[src/rtl/alrt_pkg.sv]
// Constants shared by the analog reference loss and torque detection block.
package alrt_pkg;
  localparam int AW = 12;
  localparam int FW = 5;
  localparam int RW = 10;
  localparam int TQW = 9;
  localparam int TMW = 16;
  localparam int PW = AW + 10;
  localparam int NFUNC = 7;

  localparam logic [FW-1:0] FN_TQ_LIM_A = 5'h07;
  localparam logic [FW-1:0] FN_TQ_LIM_B = 5'h08;
  localparam logic [FW-1:0] FN_TQ_CMD = 5'h0A;
  localparam logic [FW-1:0] FN_TQ_CUR_CMD = 5'h0B;
  localparam logic [FW-1:0] FN_SPD_LIM_FWD = 5'h11;
  localparam logic [FW-1:0] FN_SPD_LIM_REV = 5'h12;
  localparam logic [FW-1:0] FN_MONITOR = 5'h14;

  localparam logic [RW-1:0] LOSS_STOP = 10'h000;
  localparam logic [RW-1:0] LOSS_OFF = 10'h3E7;
  localparam logic [RW-1:0] LOSS_FULL = 10'h064;
  localparam logic [RW-1:0] REC_PCT_LOW = 10'h014;
  localparam logic [RW-1:0] PCT_SCALE = 10'h064;
  localparam logic [RW-1:0] LOSS_FRACTION_DIV = 10'h00A;
  localparam logic [TQW-1:0] HYST_PCT = 9'h005;

  localparam logic SAVE_AT_POWER_OFF = 1'b0;
  localparam logic SAVE_ON_KEY = 1'b1;

  localparam int CLK_HZ = 25_000_000;
  localparam int TICK_MS = 1;
  localparam int TICK_CYCLES = CLK_HZ / 1000 * TICK_MS;
  localparam int LOSS_WINDOW_MS = 400;
  localparam int LOSS_WINDOW_TICKS = LOSS_WINDOW_MS / TICK_MS;
  localparam int TIMER_LSB_MS = 10;
  localparam int TIMER_LSB_TICKS = TIMER_LSB_MS / TICK_MS;
  localparam int MIN_ON_MS = 100;
  localparam int MIN_ON_STEPS = MIN_ON_MS / TIMER_LSB_MS;

  typedef enum logic [1:0] {
    ALRT_WATCH = 2'b01,
    ALRT_LOST = 2'b10
  } alrt_loss_t;
endpackage

[src/rtl/alrt_core.sv]
// Analog terminal function mapping, reference loss detection, reference saving, torque detection.
`timescale 1ns/1ns
// Function
// Function codes 7 and 8 route the terminal to torque limit A and B.
// Under torque control, codes 10 and 11 give torque and torque current commands.
// Codes 17 and 18 give forward and reverse speed limits.
// Code 20 makes the input a monitor value for the communications link.
// Same function on several terminals: first beats second, second beats third.
// Save mode 0 stores the keypad reference at main power-off, restores at power-on.
// Save mode 1 stores only on save key; power-on restores the last save.
// Command below 10% of sampled level within 400 ms declares a wire break.
// After a break, command above the recovery level clears it and is followed again.
// Loss setting 0 stops, 20 to 120 percent continues, 999 disables substitution.
// Setting 999 still flags the loss but keeps following the analog command.
// Setting 0 or 999 uses recovery level of sampled level times 0.2.
// Setting 100 percent or higher uses the sampled level itself for recovery.
// The frequency command is sampled at a regular interval as level f1.
// Loss detection uses the unfiltered input, ignoring filter time constants.
// First torque detection output uses the first level and first timer.
// Second torque detection and low torque outputs share the second level and timer.
// Levels span 0 to 300 percent, timers 0.01 to 600.00 seconds.
// Torque detection turns on after timer above level, off below level minus 5%.
// Low torque turns on after timer below level, off above level plus 5%.
// Loss window and torque timers count a fixed tick and clear at reset.
module alrt_core
  import alrt_pkg::*;
#(
  parameter int TICK_DIV = TICK_CYCLES
) (
  input wire logic core_clk,
  input wire logic reset,
  input wire logic [AW-1:0] ain_a,
  input wire logic [AW-1:0] ain_b,
  input wire logic [AW-1:0] ain_c,
  input wire logic [AW-1:0] ain_freq_raw,
  input wire logic [FW-1:0] analog_in_a_function,
  input wire logic [FW-1:0] analog_in_b_function,
  input wire logic [FW-1:0] analog_in_c_function,
  input wire logic torque_control_select,
  input wire logic ref_save_mode,
  input wire logic [RW-1:0] ref_loss_ratio,
  input wire logic [AW-1:0] keypad_ref,
  input wire logic keypad_ref_load,
  input wire logic [AW-1:0] nv_read_data,
  input wire logic main_power_fail,
  input wire logic save_key,
  input wire logic [TQW-1:0] torque_calc,
  input wire logic [TQW-1:0] torque_level_one,
  input wire logic [TMW-1:0] torque_timer_one,
  input wire logic [TQW-1:0] torque_level_two,
  input wire logic [TMW-1:0] torque_timer_two,
  input wire logic drive_running,
  input wire logic low_speed_hold,
  output logic [AW-1:0] torque_limit_a,
  output logic torque_limit_a_valid,
  output logic [AW-1:0] torque_limit_b,
  output logic torque_limit_b_valid,
  output logic [AW-1:0] torque_cmd,
  output logic torque_cmd_valid,
  output logic [AW-1:0] torque_current_cmd,
  output logic torque_current_cmd_valid,
  output logic [AW-1:0] speed_limit_fwd,
  output logic speed_limit_fwd_valid,
  output logic [AW-1:0] speed_limit_rev,
  output logic speed_limit_rev_valid,
  output logic [AW-1:0] monitor_value,
  output logic monitor_value_valid,
  output logic ref_loss_detected,
  output logic [AW:0] freq_ref_out,
  output logic decel_to_stop,
  output logic [AW-1:0] ref_active,
  output logic nv_write,
  output logic [AW-1:0] nv_write_data,
  output logic torque_detected_first,
  output logic torque_detected_second,
  output logic low_torque_detected
);

  localparam logic [FW-1:0] FUNC_CODES [NFUNC] = '{FN_TQ_LIM_A, FN_TQ_LIM_B, FN_TQ_CMD,
    FN_TQ_CUR_CMD, FN_SPD_LIM_FWD, FN_SPD_LIM_REV, FN_MONITOR};
  localparam logic [15:0] TICK_LAST = 16'(TICK_DIV - 1);
  localparam logic [8:0] WIN_LAST = 9'(LOSS_WINDOW_TICKS - 1);
  localparam logic [3:0] LSB_LAST = 4'(TIMER_LSB_TICKS - 1);
  localparam logic [3:0] MIN_ON = 4'(MIN_ON_STEPS);

  // Two-stage synchronisers for the analog and key pins.
  logic [AW-1:0] ain_s1_q [3];
  logic [AW-1:0] ain_s2_q [3];
  logic [AW-1:0] freq_s1_q;
  logic [AW-1:0] freq_s2_q;
  logic [1:0] key_s1_q;
  logic [1:0] key_s2_q;
  logic [1:0] key_s3_q;

  always_ff @(posedge core_clk or posedge reset) begin
    if (reset) begin
      for (int t = 0; t < 3; t++) begin
        ain_s1_q[t] <= '0;
        ain_s2_q[t] <= '0;
      end
      freq_s1_q <= '0;
      freq_s2_q <= '0;
      key_s1_q <= '0;
      key_s2_q <= '0;
      key_s3_q <= '0;
    end else begin
      ain_s1_q[0] <= ain_a;
      ain_s1_q[1] <= ain_b;
      ain_s1_q[2] <= ain_c;
      ain_s2_q <= ain_s1_q;
      freq_s1_q <= ain_freq_raw;
      freq_s2_q <= freq_s1_q;
      key_s1_q <= {save_key, main_power_fail};
      key_s2_q <= key_s1_q;
      key_s3_q <= key_s2_q;
    end
  end

  // Terminal function mapping, one entry per supported function code.
  logic [AW-1:0] map_val_q [NFUNC];
  logic map_vld_q [NFUNC];

  for (genvar f = 0; f < NFUNC; f++) begin : g_map
    logic [AW-1:0] val_d;
    logic vld_d;
    logic allow;
    assign allow = (FUNC_CODES[f] == FN_TQ_CMD || FUNC_CODES[f] == FN_TQ_CUR_CMD) ?
      torque_control_select : 1'b1;
    always_comb begin
      val_d = '0;
      vld_d = 1'b0;
      if (analog_in_a_function == FUNC_CODES[f]) begin
        val_d = ain_s2_q[0];
        vld_d = allow;
      end else if (analog_in_b_function == FUNC_CODES[f]) begin
        val_d = ain_s2_q[1];
        vld_d = allow;
      end else if (analog_in_c_function == FUNC_CODES[f]) begin
        val_d = ain_s2_q[2];
        vld_d = allow;
      end
    end
    always_ff @(posedge core_clk or posedge reset) begin
      if (reset) begin
        map_val_q[f] <= '0;
        map_vld_q[f] <= 1'b0;
      end else begin
        map_val_q[f] <= vld_d ? val_d : '0;
        map_vld_q[f] <= vld_d;
      end
    end
  end

  assign torque_limit_a = map_val_q[0];
  assign torque_limit_a_valid = map_vld_q[0];
  assign torque_limit_b = map_val_q[1];
  assign torque_limit_b_valid = map_vld_q[1];
  assign torque_cmd = map_val_q[2];
  assign torque_cmd_valid = map_vld_q[2];
  assign torque_current_cmd = map_val_q[3];
  assign torque_current_cmd_valid = map_vld_q[3];
  assign speed_limit_fwd = map_val_q[4];
  assign speed_limit_fwd_valid = map_vld_q[4];
  assign speed_limit_rev = map_val_q[5];
  assign speed_limit_rev_valid = map_vld_q[5];
  assign monitor_value = map_val_q[6];
  assign monitor_value_valid = map_vld_q[6];

  // Millisecond tick and ten millisecond timer step.
  logic [15:0] tick_cnt_q;
  logic tick_q;
  logic [3:0] lsb_cnt_q;
  logic step_q;

  always_ff @(posedge core_clk or posedge reset) begin
    if (reset) begin
      tick_cnt_q <= '0;
      tick_q <= 1'b0;
    end else begin
      tick_q <= (tick_cnt_q == TICK_LAST);
      tick_cnt_q <= (tick_cnt_q == TICK_LAST) ? '0 : tick_cnt_q + 16'h0001;
    end
  end

  always_ff @(posedge core_clk or posedge reset) begin
    if (reset) begin
      lsb_cnt_q <= '0;
      step_q <= 1'b0;
    end else begin
      step_q <= tick_q && (lsb_cnt_q == LSB_LAST);
      if (tick_q) begin
        lsb_cnt_q <= (lsb_cnt_q == LSB_LAST) ? '0 : lsb_cnt_q + 4'h1;
      end
    end
  end

  // Reference loss supervision on the raw synchronised command.
  alrt_loss_t loss_st_q;
  logic [8:0] win_cnt_q;
  logic [AW-1:0] f1_q;
  logic [AW-1:0] f1_lost_q;
  logic [PW-1:0] cur_x10;
  logic [PW-1:0] cur_x100;
  logic [PW-1:0] rec_level;
  logic [RW-1:0] rec_pct;
  logic [PW-1:0] cont_freq;

  assign cur_x10 = PW'(freq_s2_q) * PW'(LOSS_FRACTION_DIV);
  assign cur_x100 = PW'(freq_s2_q) * PW'(PCT_SCALE);
  assign rec_pct = (ref_loss_ratio == LOSS_STOP || ref_loss_ratio == LOSS_OFF) ? REC_PCT_LOW :
    (ref_loss_ratio >= LOSS_FULL) ? PCT_SCALE : ref_loss_ratio;
  assign rec_level = PW'(f1_lost_q) * PW'(rec_pct);
  assign cont_freq = PW'(f1_lost_q) * PW'(ref_loss_ratio) / PW'(PCT_SCALE);

  always_ff @(posedge core_clk or posedge reset) begin
    if (reset) begin
      loss_st_q <= ALRT_WATCH;
      win_cnt_q <= '0;
      f1_q <= '0;
      f1_lost_q <= '0;
    end else if (tick_q) begin
      case (loss_st_q)
        ALRT_WATCH: begin
          if (cur_x10 < PW'(f1_q)) begin
            loss_st_q <= ALRT_LOST;
            f1_lost_q <= f1_q;
            win_cnt_q <= '0;
          end else if (win_cnt_q == WIN_LAST) begin
            f1_q <= freq_s2_q;
            win_cnt_q <= '0;
          end else begin
            win_cnt_q <= win_cnt_q + 9'h001;
          end
        end
        ALRT_LOST: begin
          if (cur_x100 > rec_level) begin
            loss_st_q <= ALRT_WATCH;
            f1_q <= freq_s2_q;
            win_cnt_q <= '0;
          end
        end
        default: loss_st_q <= ALRT_WATCH;
      endcase
    end
  end

  always_ff @(posedge core_clk or posedge reset) begin
    if (reset) begin
      ref_loss_detected <= 1'b0;
      freq_ref_out <= '0;
      decel_to_stop <= 1'b0;
    end else begin
      ref_loss_detected <= (loss_st_q == ALRT_LOST);
      decel_to_stop <= 1'b0;
      if (loss_st_q != ALRT_LOST || ref_loss_ratio == LOSS_OFF) begin
        freq_ref_out <= (AW + 1)'(freq_s2_q);
      end else if (ref_loss_ratio == LOSS_STOP) begin
        freq_ref_out <= '0;
        decel_to_stop <= 1'b1;
      end else begin
        freq_ref_out <= cont_freq[AW:0];
      end
    end
  end

  // Keypad reference saving; the stored copy lives in external non-volatile memory.
  logic boot_q;
  logic power_fail_rise;
  logic save_key_rise;
  assign power_fail_rise = key_s2_q[0] && !key_s3_q[0];
  assign save_key_rise = key_s2_q[1] && !key_s3_q[1];

  always_ff @(posedge core_clk or posedge reset) begin
    if (reset) begin
      boot_q <= 1'b1;
      ref_active <= '0;
    end else if (boot_q) begin
      boot_q <= 1'b0;
      ref_active <= nv_read_data;
    end else if (keypad_ref_load) begin
      ref_active <= keypad_ref;
    end
  end

  always_ff @(posedge core_clk or posedge reset) begin
    if (reset) begin
      nv_write <= 1'b0;
      nv_write_data <= '0;
    end else begin
      nv_write <= 1'b0;
      if (!boot_q && ref_save_mode == SAVE_AT_POWER_OFF && power_fail_rise) begin
        nv_write <= 1'b1;
        nv_write_data <= ref_active;
      end else if (!boot_q && ref_save_mode == SAVE_ON_KEY && save_key_rise) begin
        nv_write <= 1'b1;
        nv_write_data <= ref_active;
      end
    end
  end

  // Torque detectors: 0 first high, 1 second high, 2 low torque.
  logic det_q [3];

  for (genvar i = 0; i < 3; i++) begin : g_det
    localparam bit IS_LOW = (i == 2);
    logic [TQW-1:0] level;
    logic [TMW-1:0] timer;
    logic on_cond;
    logic off_cond;
    logic [TMW-1:0] tmr_cnt_q;
    logic [3:0] hold_cnt_q;
    assign level = (i == 0) ? torque_level_one : torque_level_two;
    assign timer = (i == 0) ? torque_timer_one : torque_timer_two;
    assign on_cond = IS_LOW ? (torque_calc < level) : (torque_calc > level);
    assign off_cond = IS_LOW ? ((TQW + 1)'(torque_calc) > (TQW + 1)'(level) + (TQW + 1)'(HYST_PCT)) :
      ((TQW + 1)'(torque_calc) + (TQW + 1)'(HYST_PCT) < (TQW + 1)'(level));

    always_ff @(posedge core_clk or posedge reset) begin
      if (reset) begin
        det_q[i] <= 1'b0;
        tmr_cnt_q <= '0;
        hold_cnt_q <= '0;
      end else if (IS_LOW && !drive_running) begin
        det_q[i] <= 1'b0;
        tmr_cnt_q <= '0;
        hold_cnt_q <= '0;
      end else if (IS_LOW && low_speed_hold) begin
        det_q[i] <= det_q[i];
      end else if (step_q) begin
        if (!det_q[i]) begin
          hold_cnt_q <= '0;
          if (!on_cond) begin
            tmr_cnt_q <= '0;
          end else if (tmr_cnt_q + 16'h0001 >= timer) begin
            det_q[i] <= 1'b1;
            tmr_cnt_q <= '0;
          end else begin
            tmr_cnt_q <= tmr_cnt_q + 16'h0001;
          end
        end else begin
          if (hold_cnt_q != MIN_ON) begin
            hold_cnt_q <= hold_cnt_q + 4'h1;
          end else if (off_cond) begin
            det_q[i] <= 1'b0;
          end
        end
      end
    end
  end

  assign torque_detected_first = det_q[0];
  assign torque_detected_second = det_q[1];
  assign low_torque_detected = det_q[2];

endmodule

[config.mk]
export PLATFORM = sky130hd
export DESIGN_NAME = alrt_core
export DESIGN_NICKNAME = d
export VERILOG_FILES = /design/src/rtl/alrt_pkg.sv /design/src/rtl/alrt_core.sv
export SDC_FILE = /design/constraint.sdc
export NUM_CORES = 2
export LEC_CHECK = 0
export BUFFER_PORTS_ARGS = -buffer_cell sky130_fd_sc_hd__buf_4
export CELL_PAD_IN_SITES_DETAIL_PLACEMENT = 0
export CELL_PAD_IN_SITES_GLOBAL_PLACEMENT = 1
export CORE_UTILIZATION = 51
export CTS_CLUSTER_DIAMETER = 150
export DETAILED_ROUTE_END_ITERATION = 10
export PLACE_DENSITY = 0.91
export SLEW_MARGIN = 15
export SYNTH_ARGS = -nofsm -noshare
export SYNTH_HDL_FRONTEND = slang
export SYNTH_SLANG_ARGS = --single-unit
[constraint.sdc]
create_clock -name core_clk -period 29.7 [get_ports core_clk]
set_clock_uncertainty 0.05 [all_clocks]
set_input_delay 1.485 -clock core_clk [delete_from_list [all_inputs] [get_ports core_clk]]
set_output_delay 1.485 -clock core_clk [all_outputs]
set_load 0.05 [all_outputs]
* Word-level counts from Yosys, hierarchy flattened
Cells that the tools add are included.
Storage, ports and cells: bits in registers 354, output and inout port bits 134, word-level logic and storage cells 259, bits of input ports 165
Cells by class: eq/ne operators 41, div/mod/pow operators 1, magnitude comparators 12, multipliers 4, reductions and logical operators 27, mux-type cells 111, bitwise logic cells 3, add/subtract/negate cells 11
Operators by type and width (number):
- 12-bit two-way mux | 35
- 16-bit two-way mux | 11
- 16-bit by 1-bit adder with 16-bit output, second input constant | 4
- 16-bit greater-or-equal comparator | 3
- 5-bit by 4-bit equality test with 1-bit output, second input constant | 9
- 5-bit equality test, second input constant | 9
- 12-bit by 10-bit multiplier with 22-bit output | 2
- 1-bit two-way mux | 43
- 4-bit two-way mux | 10
- 9-bit two-way mux | 3
- 13-bit two-way mux | 2
- 12-bit one-hot mux with 2 select lines | 1
- 22-bit by 7-bit divider with 22-bit output, second input constant | 1
- 19-bit by 22-bit greater-than comparator with 1-bit output | 1
- 9-bit by 3-bit adder with 10-bit output, second input constant | 2
- 10-bit by 9-bit < comparator with 1-bit output | 2
- 10-bit two-way mux | 2
- 9-bit greater-than comparator | 2
- 9-bit one-hot mux with 2 select lines | 1
- 12-bit by 5-bit multiplier with 17-bit output, second input constant | 1
- 4-bit by 1-bit adder with 4-bit output, second input constant | 4
- 16-bit by 15-bit equality test with 1-bit output, second input constant | 1
- 16-bit by 12-bit < comparator with 1-bit output | 1
- 5-bit by 3-bit equality test with 1-bit output, second input constant | 3
- 25 further kinds | 57

* Longest topological paths before layout
depth in word-level cells 8, gate-level depth with buffers 56, gate-level depth less buffers 48

* Worst setup path before layout
Ideal clock, no wire load.
kind input to register, start point in ref_loss_ratio[3], end point reg freq_ref_out[0], library setup time 0.140 ns, path buffers 2, setup slack 15.896 ns, data required time 29.510 ns, arrival 13.614 ns, stages 50, cell sequence clkbuf_1 > nand2_1 > fa_1 > inv_1 > fa_1 > inv_1 > fa_1 > inv_1 > fa_1 > inv_1 > fa_1 > inv_1 > ha_1 > a21oi_2 > o211ai_2 > a21oi_1 > o21ai_1 > xnor2_1 > [14 not listed] > nand2_1 > a211oi_1 > xor2_1 > mux2i_1 > a31oi_1 > or3_4 > nand3_4 > mux2i_4 > a211oi_4 > o31a_4 > xnor2_1 > o32a_1 > nand2_1 > a31oi_1 > xnor2_1 > nand3_1 > a211oi_1 > o311ai_2
Between the ends: word-level cells in the longest chain between the ends 4, elaborated cells between the ends (all ways) 7, those cells by class mul (1); div (1); eq/ne (1); mux (2); reduce/logical (2)
Ends and longest elaborated chain:
- from (decl) | line alrt_core.sv:41 | input wire logic [RW-1:0] ref_loss_ratio,
- 12-bit by 10-bit multiplier with 22-bit output | line alrt_core.sv:213 | assign cont_freq = PW'(f1_lost_q) * PW'(ref_loss_ratio) / PW'(PCT_SCALE);
- 22-bit by 7-bit divider with 22-bit output | line alrt_core.sv:213
- 13-bit two-way mux | line alrt_core.sv:257 | end else if (ref_loss_ratio == LOSS_STOP) begin
- 13-bit two-way mux (*) | line alrt_core.sv:255 | if (loss_st_q != ALRT_LOST || ref_loss_ratio == LOSS_OFF) begin
- to (signal assigned) | line alrt_core.sv:256 | freq_ref_out <= (AW + 1)'(freq_s2_q);
- to (signal assigned) | line alrt_core.sv:261 | freq_ref_out <= cont_freq[AW:0];
- to (decl) | line alrt_core.sv:69 | output logic [AW:0] freq_ref_out,
Mark *: on every way between the ends. The rest lies on a longest branch, timed or not. A chain may end at the register's enable or synchronous reset.

* Worst setup path after layout
Ends and elaborated chain as after synthesis.

==> results.cfg <==
[pwr]
clkPwrFrac_pct = 40.3
power.static_leakage_uw = 0.0171
pwr-share-seq_pct = 39.6
pwr_density_cell_mw_per_mm2 = 38.0
ir_drop_v = 0.0000463
internal_power_uw = 930
swShare_pct = 28.6
p_total_uw = 1300
switchingPower_uw = 372
combPwrFrac_pct = 20.0

[grt]
grt_pass1_wl_mm = 124
grt_max_degree = 179
groute.layer.met2.usage_pct = 42.1
met1_usage_pct = 34.9
use_met3_pct = 3.62
grt_pass1_vias = 24200
antenna_found_initial = 1
grt_use_total_pct = 25.5
grt_overflow = 0
grt_busiest_layer = met2

[clock_tree]
insertion_delay_ns = 0.56
htree_num_levels = 2
clk_path_buf_depth = 3
postCtsSetupRepairBufs = 0
path_clk_slew_ns = 0.07
cts_tree = done
root_buffer = clkbuf_16
cts-hold-fix-buffers = 0
ctsResizeCount = 0
cts_buffers = 39
cts_sinks = 354

[synth]
synth_top_family_by_area = adder cells
synth_compound_area_share_pct = 17.5
netlist_top_cells_count = 352 x dfrtp_1, 312 x nand2_1, 309 x ha_1, 294 x inv_1, 200 x nor2_1
synth.area.mux_share_pct = 1.56
synth-xor-area-share_pct = 4.76
syn_area_per_cell_sq_um = 9.29
synth_cell_type_count = 122
synthTopCellsByArea = dfrtp_1 30%, ha_1 13%, fa_1 11%
ys.warnings.count = 0
synth_cells = 3205
yosysMostFrequentCell = dfrtp_1
synth_fa_ha_area_share_pct = 24.3
synth_edf_count = 0
syn_area_sq_mm = 0.0298
synth_top_area_share_pct = 29.6
yosys.area.top_type = dfrtp_1
synth-seq-cells = 354
async_reset_ff_share_pct = 100
synthFlopType = dfrtp_1
ys_seq_area_share_pct = 29.8
synth-simple-area-share_pct = 16.8

[route]
drt_wl_total_mm = 74.8
wl_per_cell_um = 17.5
drt_iter0_drc = 1593
drt_pass1_iterations = 10
via_count = 24200
ant_nets = 0
drc = 2
viasPerCell = 5.65

[placement]
port_buffers = 298
place_inst = 4212
routabilityCongestion = 0.887
hpwl_mm = 56.9

[run]
max-cap-violations = 0

[worst_setup_path]
crit_type = primary input to register
cpMaxStageDelayCell = a311oi_2
critPathLaunchType = primary input
reg2reg_slack_ns = 14.32
r2r-end = freq_ref_out[0]
worstReg2RegStart = f1_lost_q[6]
worstSetupEndpointType = register
reg2reg_depth = 48
worst_ep_required_time_ns = 30.06
critPathMaxFanout = 16
critPathArrivalTime_ns = 15.95
slowest_delay_ns = 0.80

[final_layout]
fin_util_pct = 59.4
syn_to_final_growth_pct = 15.1
fillers = 5085
fin_nets = 4126
drive_above_1_share_pct = 14.1
fin_cells = 4283

[timing]
hold_viol = 0
post-route-period-util_pct = 52.5
fmax_mhz = 64.2
worst_pin_slew_ns = 1.15
grt_setup_unrepaired = no
slew_viol_final = 0
fin_tns_setup_ns = 0
setup_viol_count_final = 0
min_period_ns = 15.58
relSlewSlack_pct = 23.2

[run_status]
status = finished with violations
violations = DRC

[floorplanning]
rows = 88
die_area_sq_mm = 0.0593
die_w_um = 244
initial_utilization_pct = 51.6
core_area_sq_mm = 0.0577
ioPinCount = 299
die_height_um = 244

[hold_path]
hold_class = register to register
holdPathStages = 0
min_from = ain_s1_q[26]
min_to = ain_s2_q[26]
==> registers in the layout, indices dropped and copies added, names as in the netlist, 13 cells and up <==
name,cells
ain_s2_q,36
freq_ref_out,13
ain_s1_q,36
g_det.tmr_cnt_q,48
tick_cnt_q,16
==> worst max-delay path: cells and delay by family <==
kind | cells | cell delay, ns
and+or+nand+nor | 10 | 2.12
xor gates and xnor gates | 3 | 1.67
adders and majority gates | 6 | 2.96
muxes | 3 | 0.95
buffers and inverters | 6 | 0.43
AOI/OAI and AO/OA | 21 | 6.29
==> through the flow <==
step / setup slack, ns / area [sq um] / hold slack (ns)
final: 14.12 / 34300 / 0.292
after global routing: 12.87 / 34300 / 0.302
after CTS: 14.21 / 34300 / 0.295
after detailed placement: 13.71 / 32800 / 0.285
after global placement: 13.84 / 32800 / 0.281
after floorplan: 15.90 / 29900 / 0.281
==> routing by layer <==
layer	part of all wire (%)	vias up
li1	-	11700
met1	45	11700
met2	47	697
met4	2.5	0
met3	5.5	115
met5	0	-
==> worst max-delay path by stage <==
stage,from,to,slack [ns],depth (start not counted)
after floorplan,ref_loss_ratio[3],freq_ref_out[0],15.90,50
after global placement,ref_loss_ratio[3],freq_ref_out[0],13.84,49
after detailed placement,ref_loss_ratio[3],freq_ref_out[0],13.71,49
after CTS,ref_loss_ratio[3],freq_ref_out[0],14.21,49
after global routing,ref_loss_ratio[3],freq_ref_out[0],12.87,49
final,ref_loss_ratio[3],freq_ref_out[0],14.12,49
==> layout by cell type (no fill, tap or decap), types with 20 or more instances in the layout <==
master / synthesis / routed
ha_1: 309 / 309
nor2b_1: 49 / 49
a21oi_1: 173 / 173
fa_1: 164 / 164
xnor2_1: 101 / 101
xor2_1: 50 / 50
o21a_1: 21 / 21
dfrtp_1: 352 / 352
clkbuf_16: 0 / 40
nand2b_1: 58 / 58
and3_1: 36 / 36
a22oi_1: 89 / 89
and2_1: 118 / 118
conb_1: 2 / 37
nand3_1: 82 / 82
a211oi_1: 37 / 37
a32o_1: 28 / 28
buf_4: 3 / 325
nor3_1: 48 / 48
a21o_1: 26 / 26
inv_1: 294 / 293
nor2_1: 200 / 200
mux2i_1: 20 / 20
o21ai_0: 175 / 175
nand2_1: 312 / 312
==> power groups by stage <==
stage	registers (uW)	clock network [uW]	logic (uW)
floorplan	550	0	156
global placement	524	0	255
detailed placement	525	0	258
CTS	516	538	261
global route	518	555	297
finish	516	526	261
==> cell families after synthesis <==
family	after synthesis
XOR/XNOR	156
AO/OA/AOI/OAI	754
buffers and inverters	413
AND/OR/NAND/NOR	1005
other	2
multiplexers	41
adder cells (fa/ha/maj)	480
flip-flops	354
==> area by class of cell <==
type / count / area, sq um / area share (%)
timing repair buffer: 326 / 2460 / 7.18
sequential: 354 / 8860 / 25.9
clock inverter: 16 / 240 / 0.701
multi-input combinational: 2473 / 19500 / 56.8
tap: 765 / 957 / 2.79
inverter: 294 / 1110 / 3.24
antenna: 1 / 2.50 / 0.00730
clock buffer: 54 / 1170 / 3.43
Power figures use the tool's default switching activity.
